`config.mk`:
```
export PLATFORM = sky130hd
export DESIGN_NAME = alarm_status_aggregator
export DESIGN_NICKNAME = d
export VERILOG_FILES = /design/src/inc/alarm_pkg.sv /design/src/verilog/alarm_status_aggregator.sv
export SDC_FILE = /design/constraint.sdc
export NUM_CORES = 1
export LEC_CHECK = 0
export BUFFER_PORTS_ARGS = -buffer_cell sky130_fd_sc_hd__buf_4
export CORE_MARGIN = 2
export CORE_UTILIZATION = 52
export DETAILED_ROUTE_END_ITERATION = 10
export PLACE_DENSITY_LB_ADDON = 0.12
export SKIP_LAST_GASP = 1
export SYNTH_ARGS = -nofsm -noshare
export SYNTH_HDL_FRONTEND = slang
export SYNTH_SLANG_ARGS = --single-unit
export TNS_END_PERCENT = 5
```
`constraint.sdc`:
```
create_clock -name sys_clk_in -period 4.3 [get_ports sys_clk_in]
set_clock_uncertainty 0.05 [all_clocks]
set_input_delay 1.075 -clock sys_clk_in [delete_from_list [all_inputs] [get_ports sys_clk_in]]
set_output_delay 1.075 -clock sys_clk_in [all_outputs]
set_load 0.01 [all_outputs]
```
`src/inc/alarm_pkg.sv`:
```
package alarm_pkg;
  localparam int ADDR_W = 12;
  localparam int DATA_W = 8;
  localparam int LANES  = 8;

  localparam logic [11:0] ADDR_SUMMARY = 12'h2C0;
  localparam logic [11:0] ADDR_FLAGS   = 12'h2C1;
  localparam logic [11:0] ADDR_MASKS   = 12'h2C2;
  localparam logic [11:0] ADDR_LANES   = 12'h2C4;

  localparam int BIT_SUMMARY = 0;
  localparam int BIT_FIFO    = 5;
  localparam int BIT_PLL     = 4;
  localparam int BIT_LINK    = 3;
  localparam int BIT_REALIGN = 2;
  localparam int BIT_RSVD1   = 1;
  localparam int BIT_CLK     = 0;

  localparam logic [7:0] FLAGS_RESET = 8'h3F;
  localparam logic [7:0] MASKS_RESET = 8'h3F;
  localparam logic [7:0] LANES_RESET = 8'hFF;
  localparam logic [7:0] ALARM_BITS  = 8'h3D;

  typedef enum logic [0:0] {
    ENC_8B10B  = 1'b0,
    ENC_64B66B = 1'b1
  } link_enc_t;
endpackage

```
`src/verilog/alarm_status_aggregator.sv`:
```
`timescale 1ns/1ps
// Operation
// RQ1: Summary bit 0 reads 1 when any unmasked alarm flag is set.
// RQ2: Output selection routes summary bit onto the calibration status pin.
// RQ3: FIFO flag bit 5 sets on any active lane FIFO over/underflow.
// RQ4: PLL flag bit 4 sets while serializer PLL is unlocked.
// RQ5: In 8b/10b, link flag bit 3 sets when enabled but not in data state.
// RQ6: In 64b/66b, link flag sets at link start and on any realignment.
// RQ7: Realign flag bit 2 sets when SYSREF realigns internal clocks.
// RQ8: Clock flag bit 0 sets when A/B and C/D dividers disagree.
// RQ9: Writing 1 clears a flag bit; writing 0 leaves it.
// RQ10: Reset sets every alarm flag, reading back 0x3F.
// RQ11: Software treats non-clock alarms as undefined while link disabled.
// RQ12: Mask bit 1 excludes a source from summary; masks reset to ones.
// RQ13: Software writes defaults into reserved mask bits.
// RQ14: Per-lane FIFO alarm register resets to all ones.
// RQ15: Lane i fault sets lane bit i; write 1 clears it. Code sets the bit only while lane_active_in[i] is high.
// RQ16: Writing 1 to FIFO flag clears all per-lane bits.
// RQ17: A set in the same cycle wins over a clearing write.
module alarm_status_aggregator
  import alarm_pkg::*;
#(
  parameter int N_LANES = LANES
) (
  // Clock and reset
  input  wire logic               sys_clk_in,
  input  wire logic               rst_n_in,
  // Register access port
  input  wire logic               reg_wr_in,
  input  wire logic               reg_rd_in,
  input  wire logic [ADDR_W-1:0]  reg_addr_in,
  input  wire logic [DATA_W-1:0]  reg_wdata_in,
  output logic      [DATA_W-1:0]  reg_rdata_out,
  output logic                    reg_rvalid_out,
  // Alarm sources
  input  wire logic [N_LANES-1:0] lane_active_in,
  input  wire logic [N_LANES-1:0] lane_fifo_fault_in,
  input  wire logic               pll_locked_in,
  input  wire logic               serial_link_enable_in,
  input  wire logic               link_encoding_in,
  input  wire logic               encoded_data_state_in,
  input  wire logic               link_realign_in,
  input  wire logic               sysref_realign_in,
  input  wire logic               divider_mismatch_in,
  // Calibration status pin
  input  wire logic               cal_status_sel_alarm_in,
  input  wire logic               cal_status_in,
  output logic                    cal_status_pin_out
);

  // Stored alarm flags, one flop per source
  logic                        lane_fifo_fault_flag_r;
  logic                        serializer_pll_unlock_flag_r;
  logic                        link_not_up_flag_r;
  logic                        clock_realign_flag_r;
  logic                        divider_mismatch_flag_r;
  logic [7:0]                  flags_vec;

  // Mask register and its named fields
  logic [7:0]                  masks_r;
  logic                        lane_fifo_fault_mask;
  logic                        serializer_pll_unlock_mask;
  logic                        link_not_up_mask;
  logic                        clock_realign_mask;
  logic                        divider_mismatch_mask;

  // Per-lane and summary state
  logic [N_LANES-1:0]          lanes_vec;
  logic                        summary_r;
  logic                        summary_nxt;
  logic                        link_en_d_r;

  // Register decode
  logic                        wr_flags;
  logic                        wr_masks;
  logic                        wr_lanes;
  logic [DATA_W-1:0]           rdata_nxt;

  // Hardware causes
  logic [N_LANES-1:0]          lane_hit;
  logic                        fifo_set;
  logic                        pll_set;
  logic                        link_set;
  logic                        realign_set;
  logic                        clk_set;

  // Software clear strobes
  logic                        fifo_clr;
  logic                        pll_clr;
  logic                        link_clr;
  logic                        realign_clr;
  logic                        clk_clr;
  logic                        lane_clr_all;

  // Writes to the summary address decode to nothing: it is read-only
  assign wr_flags = reg_wr_in && (reg_addr_in == ADDR_FLAGS);
  assign wr_masks = reg_wr_in && (reg_addr_in == ADDR_MASKS);
  assign wr_lanes = reg_wr_in && (reg_addr_in == ADDR_LANES);

  // Write-one-to-clear strobes per flag
  assign fifo_clr     = wr_flags && reg_wdata_in[BIT_FIFO]; // RQ9
  assign pll_clr      = wr_flags && reg_wdata_in[BIT_PLL]; // RQ9
  assign link_clr     = wr_flags && reg_wdata_in[BIT_LINK]; // RQ9
  assign realign_clr  = wr_flags && reg_wdata_in[BIT_REALIGN]; // RQ9
  assign clk_clr      = wr_flags && reg_wdata_in[BIT_CLK]; // RQ9
  assign lane_clr_all = fifo_clr; // RQ16

  // Only faults of lanes in use count
  assign lane_hit    = lane_fifo_fault_in & lane_active_in; // RQ3
  assign fifo_set    = |lane_hit; // RQ3
  assign pll_set     = !pll_locked_in; // RQ4
  assign realign_set = sysref_realign_in; // RQ7
  assign clk_set     = divider_mismatch_in; // RQ8

  // Link flag cause depends on encoding mode
  always_comb begin
    if (link_encoding_in == ENC_8B10B) begin
      link_set = serial_link_enable_in && !encoded_data_state_in; // RQ5
    end else begin
      // No data state here; start-up and realignment stand in for it
      link_set = serial_link_enable_in && (!link_en_d_r || link_realign_in); // RQ6
    end
  end

  // Starts low, so a link enabled out of reset alarms once
  always_ff @(posedge sys_clk_in) begin
    if (!rst_n_in) begin
      link_en_d_r <= 1'b0;
    end else begin
      link_en_d_r <= serial_link_enable_in;
    end
  end

  // Set is tested first so a live cause survives a clearing write
  always_ff @(posedge sys_clk_in) begin
    if (!rst_n_in) begin
      lane_fifo_fault_flag_r <= FLAGS_RESET[BIT_FIFO]; // RQ10
    end else if (fifo_set) begin
      lane_fifo_fault_flag_r <= 1'b1; // RQ3 RQ17
    end else if (fifo_clr) begin
      lane_fifo_fault_flag_r <= 1'b0; // RQ9
    end
  end

  always_ff @(posedge sys_clk_in) begin
    if (!rst_n_in) begin
      serializer_pll_unlock_flag_r <= FLAGS_RESET[BIT_PLL]; // RQ10
    end else if (pll_set) begin
      serializer_pll_unlock_flag_r <= 1'b1; // RQ4 RQ17
    end else if (pll_clr) begin
      serializer_pll_unlock_flag_r <= 1'b0; // RQ9
    end
  end

  always_ff @(posedge sys_clk_in) begin
    if (!rst_n_in) begin
      link_not_up_flag_r <= FLAGS_RESET[BIT_LINK]; // RQ10
    end else if (link_set) begin
      link_not_up_flag_r <= 1'b1; // RQ5 RQ6 RQ17
    end else if (link_clr) begin
      link_not_up_flag_r <= 1'b0; // RQ9
    end
  end

  always_ff @(posedge sys_clk_in) begin
    if (!rst_n_in) begin
      clock_realign_flag_r <= FLAGS_RESET[BIT_REALIGN]; // RQ10
    end else if (realign_set) begin
      clock_realign_flag_r <= 1'b1; // RQ7 RQ17
    end else if (realign_clr) begin
      clock_realign_flag_r <= 1'b0; // RQ9
    end
  end

  always_ff @(posedge sys_clk_in) begin
    if (!rst_n_in) begin
      divider_mismatch_flag_r <= FLAGS_RESET[BIT_CLK]; // RQ10
    end else if (clk_set) begin
      divider_mismatch_flag_r <= 1'b1; // RQ8 RQ17
    end else if (clk_clr) begin
      divider_mismatch_flag_r <= 1'b0; // RQ9
    end
  end

  // Reserved bit 1 reads its default one, bits 7:6 read zero
  always_comb begin
    flags_vec              = '0;
    flags_vec[BIT_FIFO]    = lane_fifo_fault_flag_r;
    flags_vec[BIT_PLL]     = serializer_pll_unlock_flag_r;
    flags_vec[BIT_LINK]    = link_not_up_flag_r;
    flags_vec[BIT_REALIGN] = clock_realign_flag_r;
    flags_vec[BIT_RSVD1]   = FLAGS_RESET[BIT_RSVD1];
    flags_vec[BIT_CLK]     = divider_mismatch_flag_r;
  end

  // Reserved fields stored as written; software keeps them at default
  always_ff @(posedge sys_clk_in) begin
    if (!rst_n_in) begin
      masks_r <= MASKS_RESET; // RQ12
    end else if (wr_masks) begin
      masks_r <= reg_wdata_in;
    end
  end

  assign lane_fifo_fault_mask       = masks_r[BIT_FIFO];
  assign serializer_pll_unlock_mask = masks_r[BIT_PLL];
  assign link_not_up_mask           = masks_r[BIT_LINK];
  assign clock_realign_mask         = masks_r[BIT_REALIGN];
  assign divider_mismatch_mask      = masks_r[BIT_CLK];

  // Per-lane sticky bits; a live fault re-sets a bit at once
  for (genvar i = 0; i < N_LANES; i++) begin : g_lane
    logic lane_r;

    always_ff @(posedge sys_clk_in) begin
      if (!rst_n_in) begin
        lane_r <= LANES_RESET[i]; // RQ14
      end else if (lane_hit[i]) begin
        lane_r <= 1'b1; // RQ15 RQ17
      end else if (lane_clr_all || (wr_lanes && reg_wdata_in[i])) begin
        lane_r <= 1'b0; // RQ15 RQ16
      end
    end

    assign lanes_vec[i] = lane_r;
  end

  // Reserved flag bits never reach the summary
  always_comb begin
    summary_nxt = 1'b0;
    if (lane_fifo_fault_flag_r && !lane_fifo_fault_mask) begin
      summary_nxt = 1'b1; // RQ1 RQ12
    end
    if (serializer_pll_unlock_flag_r && !serializer_pll_unlock_mask) begin
      summary_nxt = 1'b1; // RQ1 RQ12
    end
    if (link_not_up_flag_r && !link_not_up_mask) begin
      summary_nxt = 1'b1; // RQ1 RQ12
    end
    if (clock_realign_flag_r && !clock_realign_mask) begin
      summary_nxt = 1'b1; // RQ1 RQ12
    end
    if (divider_mismatch_flag_r && !divider_mismatch_mask) begin
      summary_nxt = 1'b1; // RQ1 RQ12
    end
  end

  // Summary from stored flags; one cycle behind the flags
  always_ff @(posedge sys_clk_in) begin
    if (!rst_n_in) begin
      summary_r <= 1'b0;
    end else begin
      summary_r <= summary_nxt; // RQ1
    end
  end

  // Registered pin adds one more cycle of latency to the alarm
  always_ff @(posedge sys_clk_in) begin
    if (!rst_n_in) begin
      cal_status_pin_out <= 1'b0;
    end else begin
      cal_status_pin_out <= cal_status_sel_alarm_in ? summary_r : cal_status_in; // RQ2
    end
  end

  // Read data mux; unmapped addresses read zero
  always_comb begin
    rdata_nxt = '0;
    unique case (reg_addr_in)
      ADDR_SUMMARY: rdata_nxt = {7'h00, summary_r};
      ADDR_FLAGS:   rdata_nxt = flags_vec;
      ADDR_MASKS:   rdata_nxt = masks_r;
      ADDR_LANES:   rdata_nxt = DATA_W'(lanes_vec);
      default:      rdata_nxt = '0;
    endcase
  end

  // Read data holds until the next read
  always_ff @(posedge sys_clk_in) begin
    if (!rst_n_in) begin
      reg_rdata_out <= '0;
    end else if (reg_rd_in) begin
      reg_rdata_out <= rdata_nxt;
    end
  end

  always_ff @(posedge sys_clk_in) begin
    if (!rst_n_in) begin
      reg_rvalid_out <= 1'b0;
    end else begin
      reg_rvalid_out <= reg_rd_in;
    end
  end

endmodule

```
==> out/qor.yml <==
netlist_area_sq_mm: 0.00159
synth_top_family_by_area: "simple AND/OR/NAND/NOR gates"
root_buffer: "clkbuf_4"
core_sq_mm: 0.00298
vias: 1513
hold_buffers: 0
dpl_cell_area_sq_mm: 0.00201
setup_tns_ns: 0
reg2reg_to: "reg_rdata_out[0]"
hold_class: "reg2reg"
cts_buffers: 5
syn_inst: 173
worstSetupPathType: "in2reg"
grt_overflow: 0
die_y_um: 59.3
synth-xor-area-share_pct: 0.550
fmaxAchievable_mhz: 456
synth-seq-cells: 33
first_iter_violations: 59
place.port_buffers: 58
cts_max_path_buffers: 2
cts_tree: "done"
seq_area_frac_synth_pct: 41.5
drive_gt1_share_pct: 35.8
outcome: "finished clean"
start_kind: "input pin"
path_max_fanout: 7
cp_data_arrival_time_ns: 2.39
crit_path_max_incr_delay_ns: 0.45
synth_adder_area_share_pct: 0.629
post-route-period-util_pct: 51.0
min_period_ns: 2.19
synth.area.mux_share_pct: 6.29
grt_pass1_vias: 1388
slew_viol_final: 0
maxCapViolations: 0
dp_hpwl_mm: 2.97
post_cts_buffers: 0
tightest_slew_ns: 0.674
r2r-start: "g_lane[0].lane_r"
slew_headroom_pct: 55.0
min_to: "reg_rdata_out[0]"
initial_core_util_pct: 53.4
gp_congestion: 0.791
fill_cells: 243
cp_slowest_cell: "and4_1"
dieArea_sq_mm: 0.00352
grt_pass1_wl_mm: 6.30
layout.cells.most_common_list: "buf_4 (58), nand2_1 (37), dfxtp_1 (33)"
crit_buf_inv: 1
cts_resized: 0
synth_compound_area_share_pct: 19.9
std_cell_rows: 20
cp-end-kind: "register"
via_per_inst: 5.77
layout.nets: 277
firstDrtPassIters: 4
drtAntennaViolNets: 0
cts_num_sinks: 33
worstHoldStart: "reg_rdata_out[0]"
drc: 0
mostFrequentLayoutCell: "buf_4"
ir_worst_vdd_v: 0.000212
synth.distinct_cells: 43
yosys.area_share.simple_pct: 25.9
r2r_slack_ns: 3.22
fin_area_sq_mm: 0.00210
synthToLayoutAreaGrowth_pct: 31.9
clkTransAtPathRegs_ns: 0.10
postSynthAreaPerCell_sq_um: 9.20
io_pins: 59
path_cells: "buf_4 > and4bb_2 > and4_1 > nand2_1 > a31o_2"
powerDensity_mw_per_mm2: 302
yosysWarnings: 0
grt.total_usage_pct: 24.2
worstSkewPairLatency_ns: 0.34
r2r_cells: 4
crit_family: "simple AND/OR/NAND/NOR gates"
wl_per_cell_um: 14.9
synth_fp_nets: 222
setup_viol_count_final: 0
grt_setup_unrepaired: "no"
hold_path_depth: 2
crit_start: "reg_addr_in[4]"
drt_wl_total_mm: 3.90
final_hold_viol_count: 0
antenna-diode-count: 0
grt_max_degree: 30
h-tree-depth: 2
cp.required_ns: 4.49
p_leak_nw: 0.991
fp.dieW_um: 59.3
antenna_found_initial: 0
## sequential cells by signal (all words and copies together) (netlist names)
name                          cells
cal_status_pin_out                1
reg_rdata_out                     8
lane_fifo_fault_flag_r            1
link_en_d_r                       1
masks_r                           8
summary_r                         1
reg_rvalid_out                    1
clock_realign_flag_r              1
link_not_up_flag_r                1
divider_mismatch_flag_r           1
serializer_pll_unlock_flag_r      1
g_lane.lane_r                     8
## per-stage QoR
step	hold WS (ns)	total power [mW]	utilization, %	setup slack, ns	cells
finish	0.404	0.634	70.5	2.11	262
global route	0.431	0.657	70.5	2.02	262
CTS	0.407	0.638	70.5	2.13	262
detailed placement	0.393	0.396	67.6	1.77	254
global placement	0.385	0.393	67.6	1.81	254
floorplan	0.395	0.353	-	2.06	173
## layout make-up
cell class | instances | area (sq um) | share of cell area [%]
inverter | 8 | 30.0 | 1.43
clock inverter | 1 | 30.0 | 1.43
tap | 33 | 41.3 | 1.97
sequential | 33 | 661 | 31.5
multi-input combinational | 122 | 847 | 40.3
timing repair buffer | 58 | 435 | 20.7
clock buffer | 7 | 55.1 | 2.62
## worst reg2reg max path, delay by kind of cell, from the launching register on
family             cells  cell delay (ns)
muxes                  1             0.13
AOI/OAI and AO/OA      3             0.46
DFF                    1             0.33
## cells by family (layout without fill, tap and decap cells)
| logic type | after synthesis | after routing |
|---|---|---|
| buffers and inverters | 18 | 74 |
| XOR/XNOR | 1 | 1 |
| flip-flops | 33 | 33 |
| AO/OA/AOI/OAI | 40 | 40 |
| AND/OR/NAND/NOR | 70 | 70 |
| adder cells (fa/ha/maj) | 1 | 1 |
| multiplexers | 10 | 10 |
## power breakdown
group	total, mW	leakage (nW)	internal (mW)	switching (mW)
Sequential	0.307	0.267	0.307	0.000386
Combinational	0.0820	0.679	0.0462	0.0359
Clock	0.245	0.0455	0.139	0.106
Total	0.634	0.991	0.492	0.142
## routing by layer
layer / share of wire [%] / GRT usage, % / routed length, um / vias to the layer above
li1: - / - / - / 730
met1: 42 / 30.4 / 1620 / 704
met2: 49 / 39.7 / 1910 / 69
met3: 7.8 / 5.68 / 303 / 10
met4: 1.8 / 10.1 / 69 / 0
met5: 0 / 0 / 0 / -
## synthesized netlist by cell type
cell type	count	area, sq um
nand2_1	37	139
dfxtp_1	33	661
mux2i_1	10	100
inv_1	8	30.0
a31o_2	7	61.3
nor2b_1	7	43.8
a2bb2oi_1	6	52.6
o21ai_1	6	30.0
a22oi_1	5	37.5
a22o_1	4	35.0
clkbuf_1	4	15.0
a41oi_1	3	26.3
and3_1	3	18.8
nand3_1	3	15.0
nor2_1	3	11.3
and2_1	2	12.5
and4bb_2	2	25.0
buf_1	2	7.51
buf_4	2	15.0
nor3b_4	2	37.5
o22ai_1	2	12.5
a2111oi_2	1	15.0
a211o_1	1	8.76
and4_1	1	8.76
buf_2	1	5.00
buf_6	1	11.3
maj3_1	1	10.0
nand2_2	1	6.26
nand2b_1	1	6.26
nand3_2	1	10.0
nand3b_1	1	7.51
nand4_1	1	6.26
nand4_2	1	12.5
nand4_4	1	21.3
nand4b_1	1	8.76
nor4bb_1	1	10.0
o2111ai_1	1	8.76
o21a_1	1	7.51
o21ai_0	1	5.00
o31a_1	1	8.76
o31ai_1	1	7.51
or3_4	1	11.3
xor2_1	1	8.76
## how the worst max path moves through the flow
stage,endpoint,slack [ns],cells past startpoint
2_1_floorplan,masks_r[0],2.06,5
3_3_place_gp,g_lane[3].lane_r,1.81,5
3_5_place_dp,g_lane[3].lane_r,1.77,5
4_1_cts,g_lane[3].lane_r,2.13,5
5_1_grt,g_lane[6].lane_r,2.02,5
6_report,g_lane[3].lane_r,2.11,5
No activity file was read; power rests on OpenSTA's default activity.
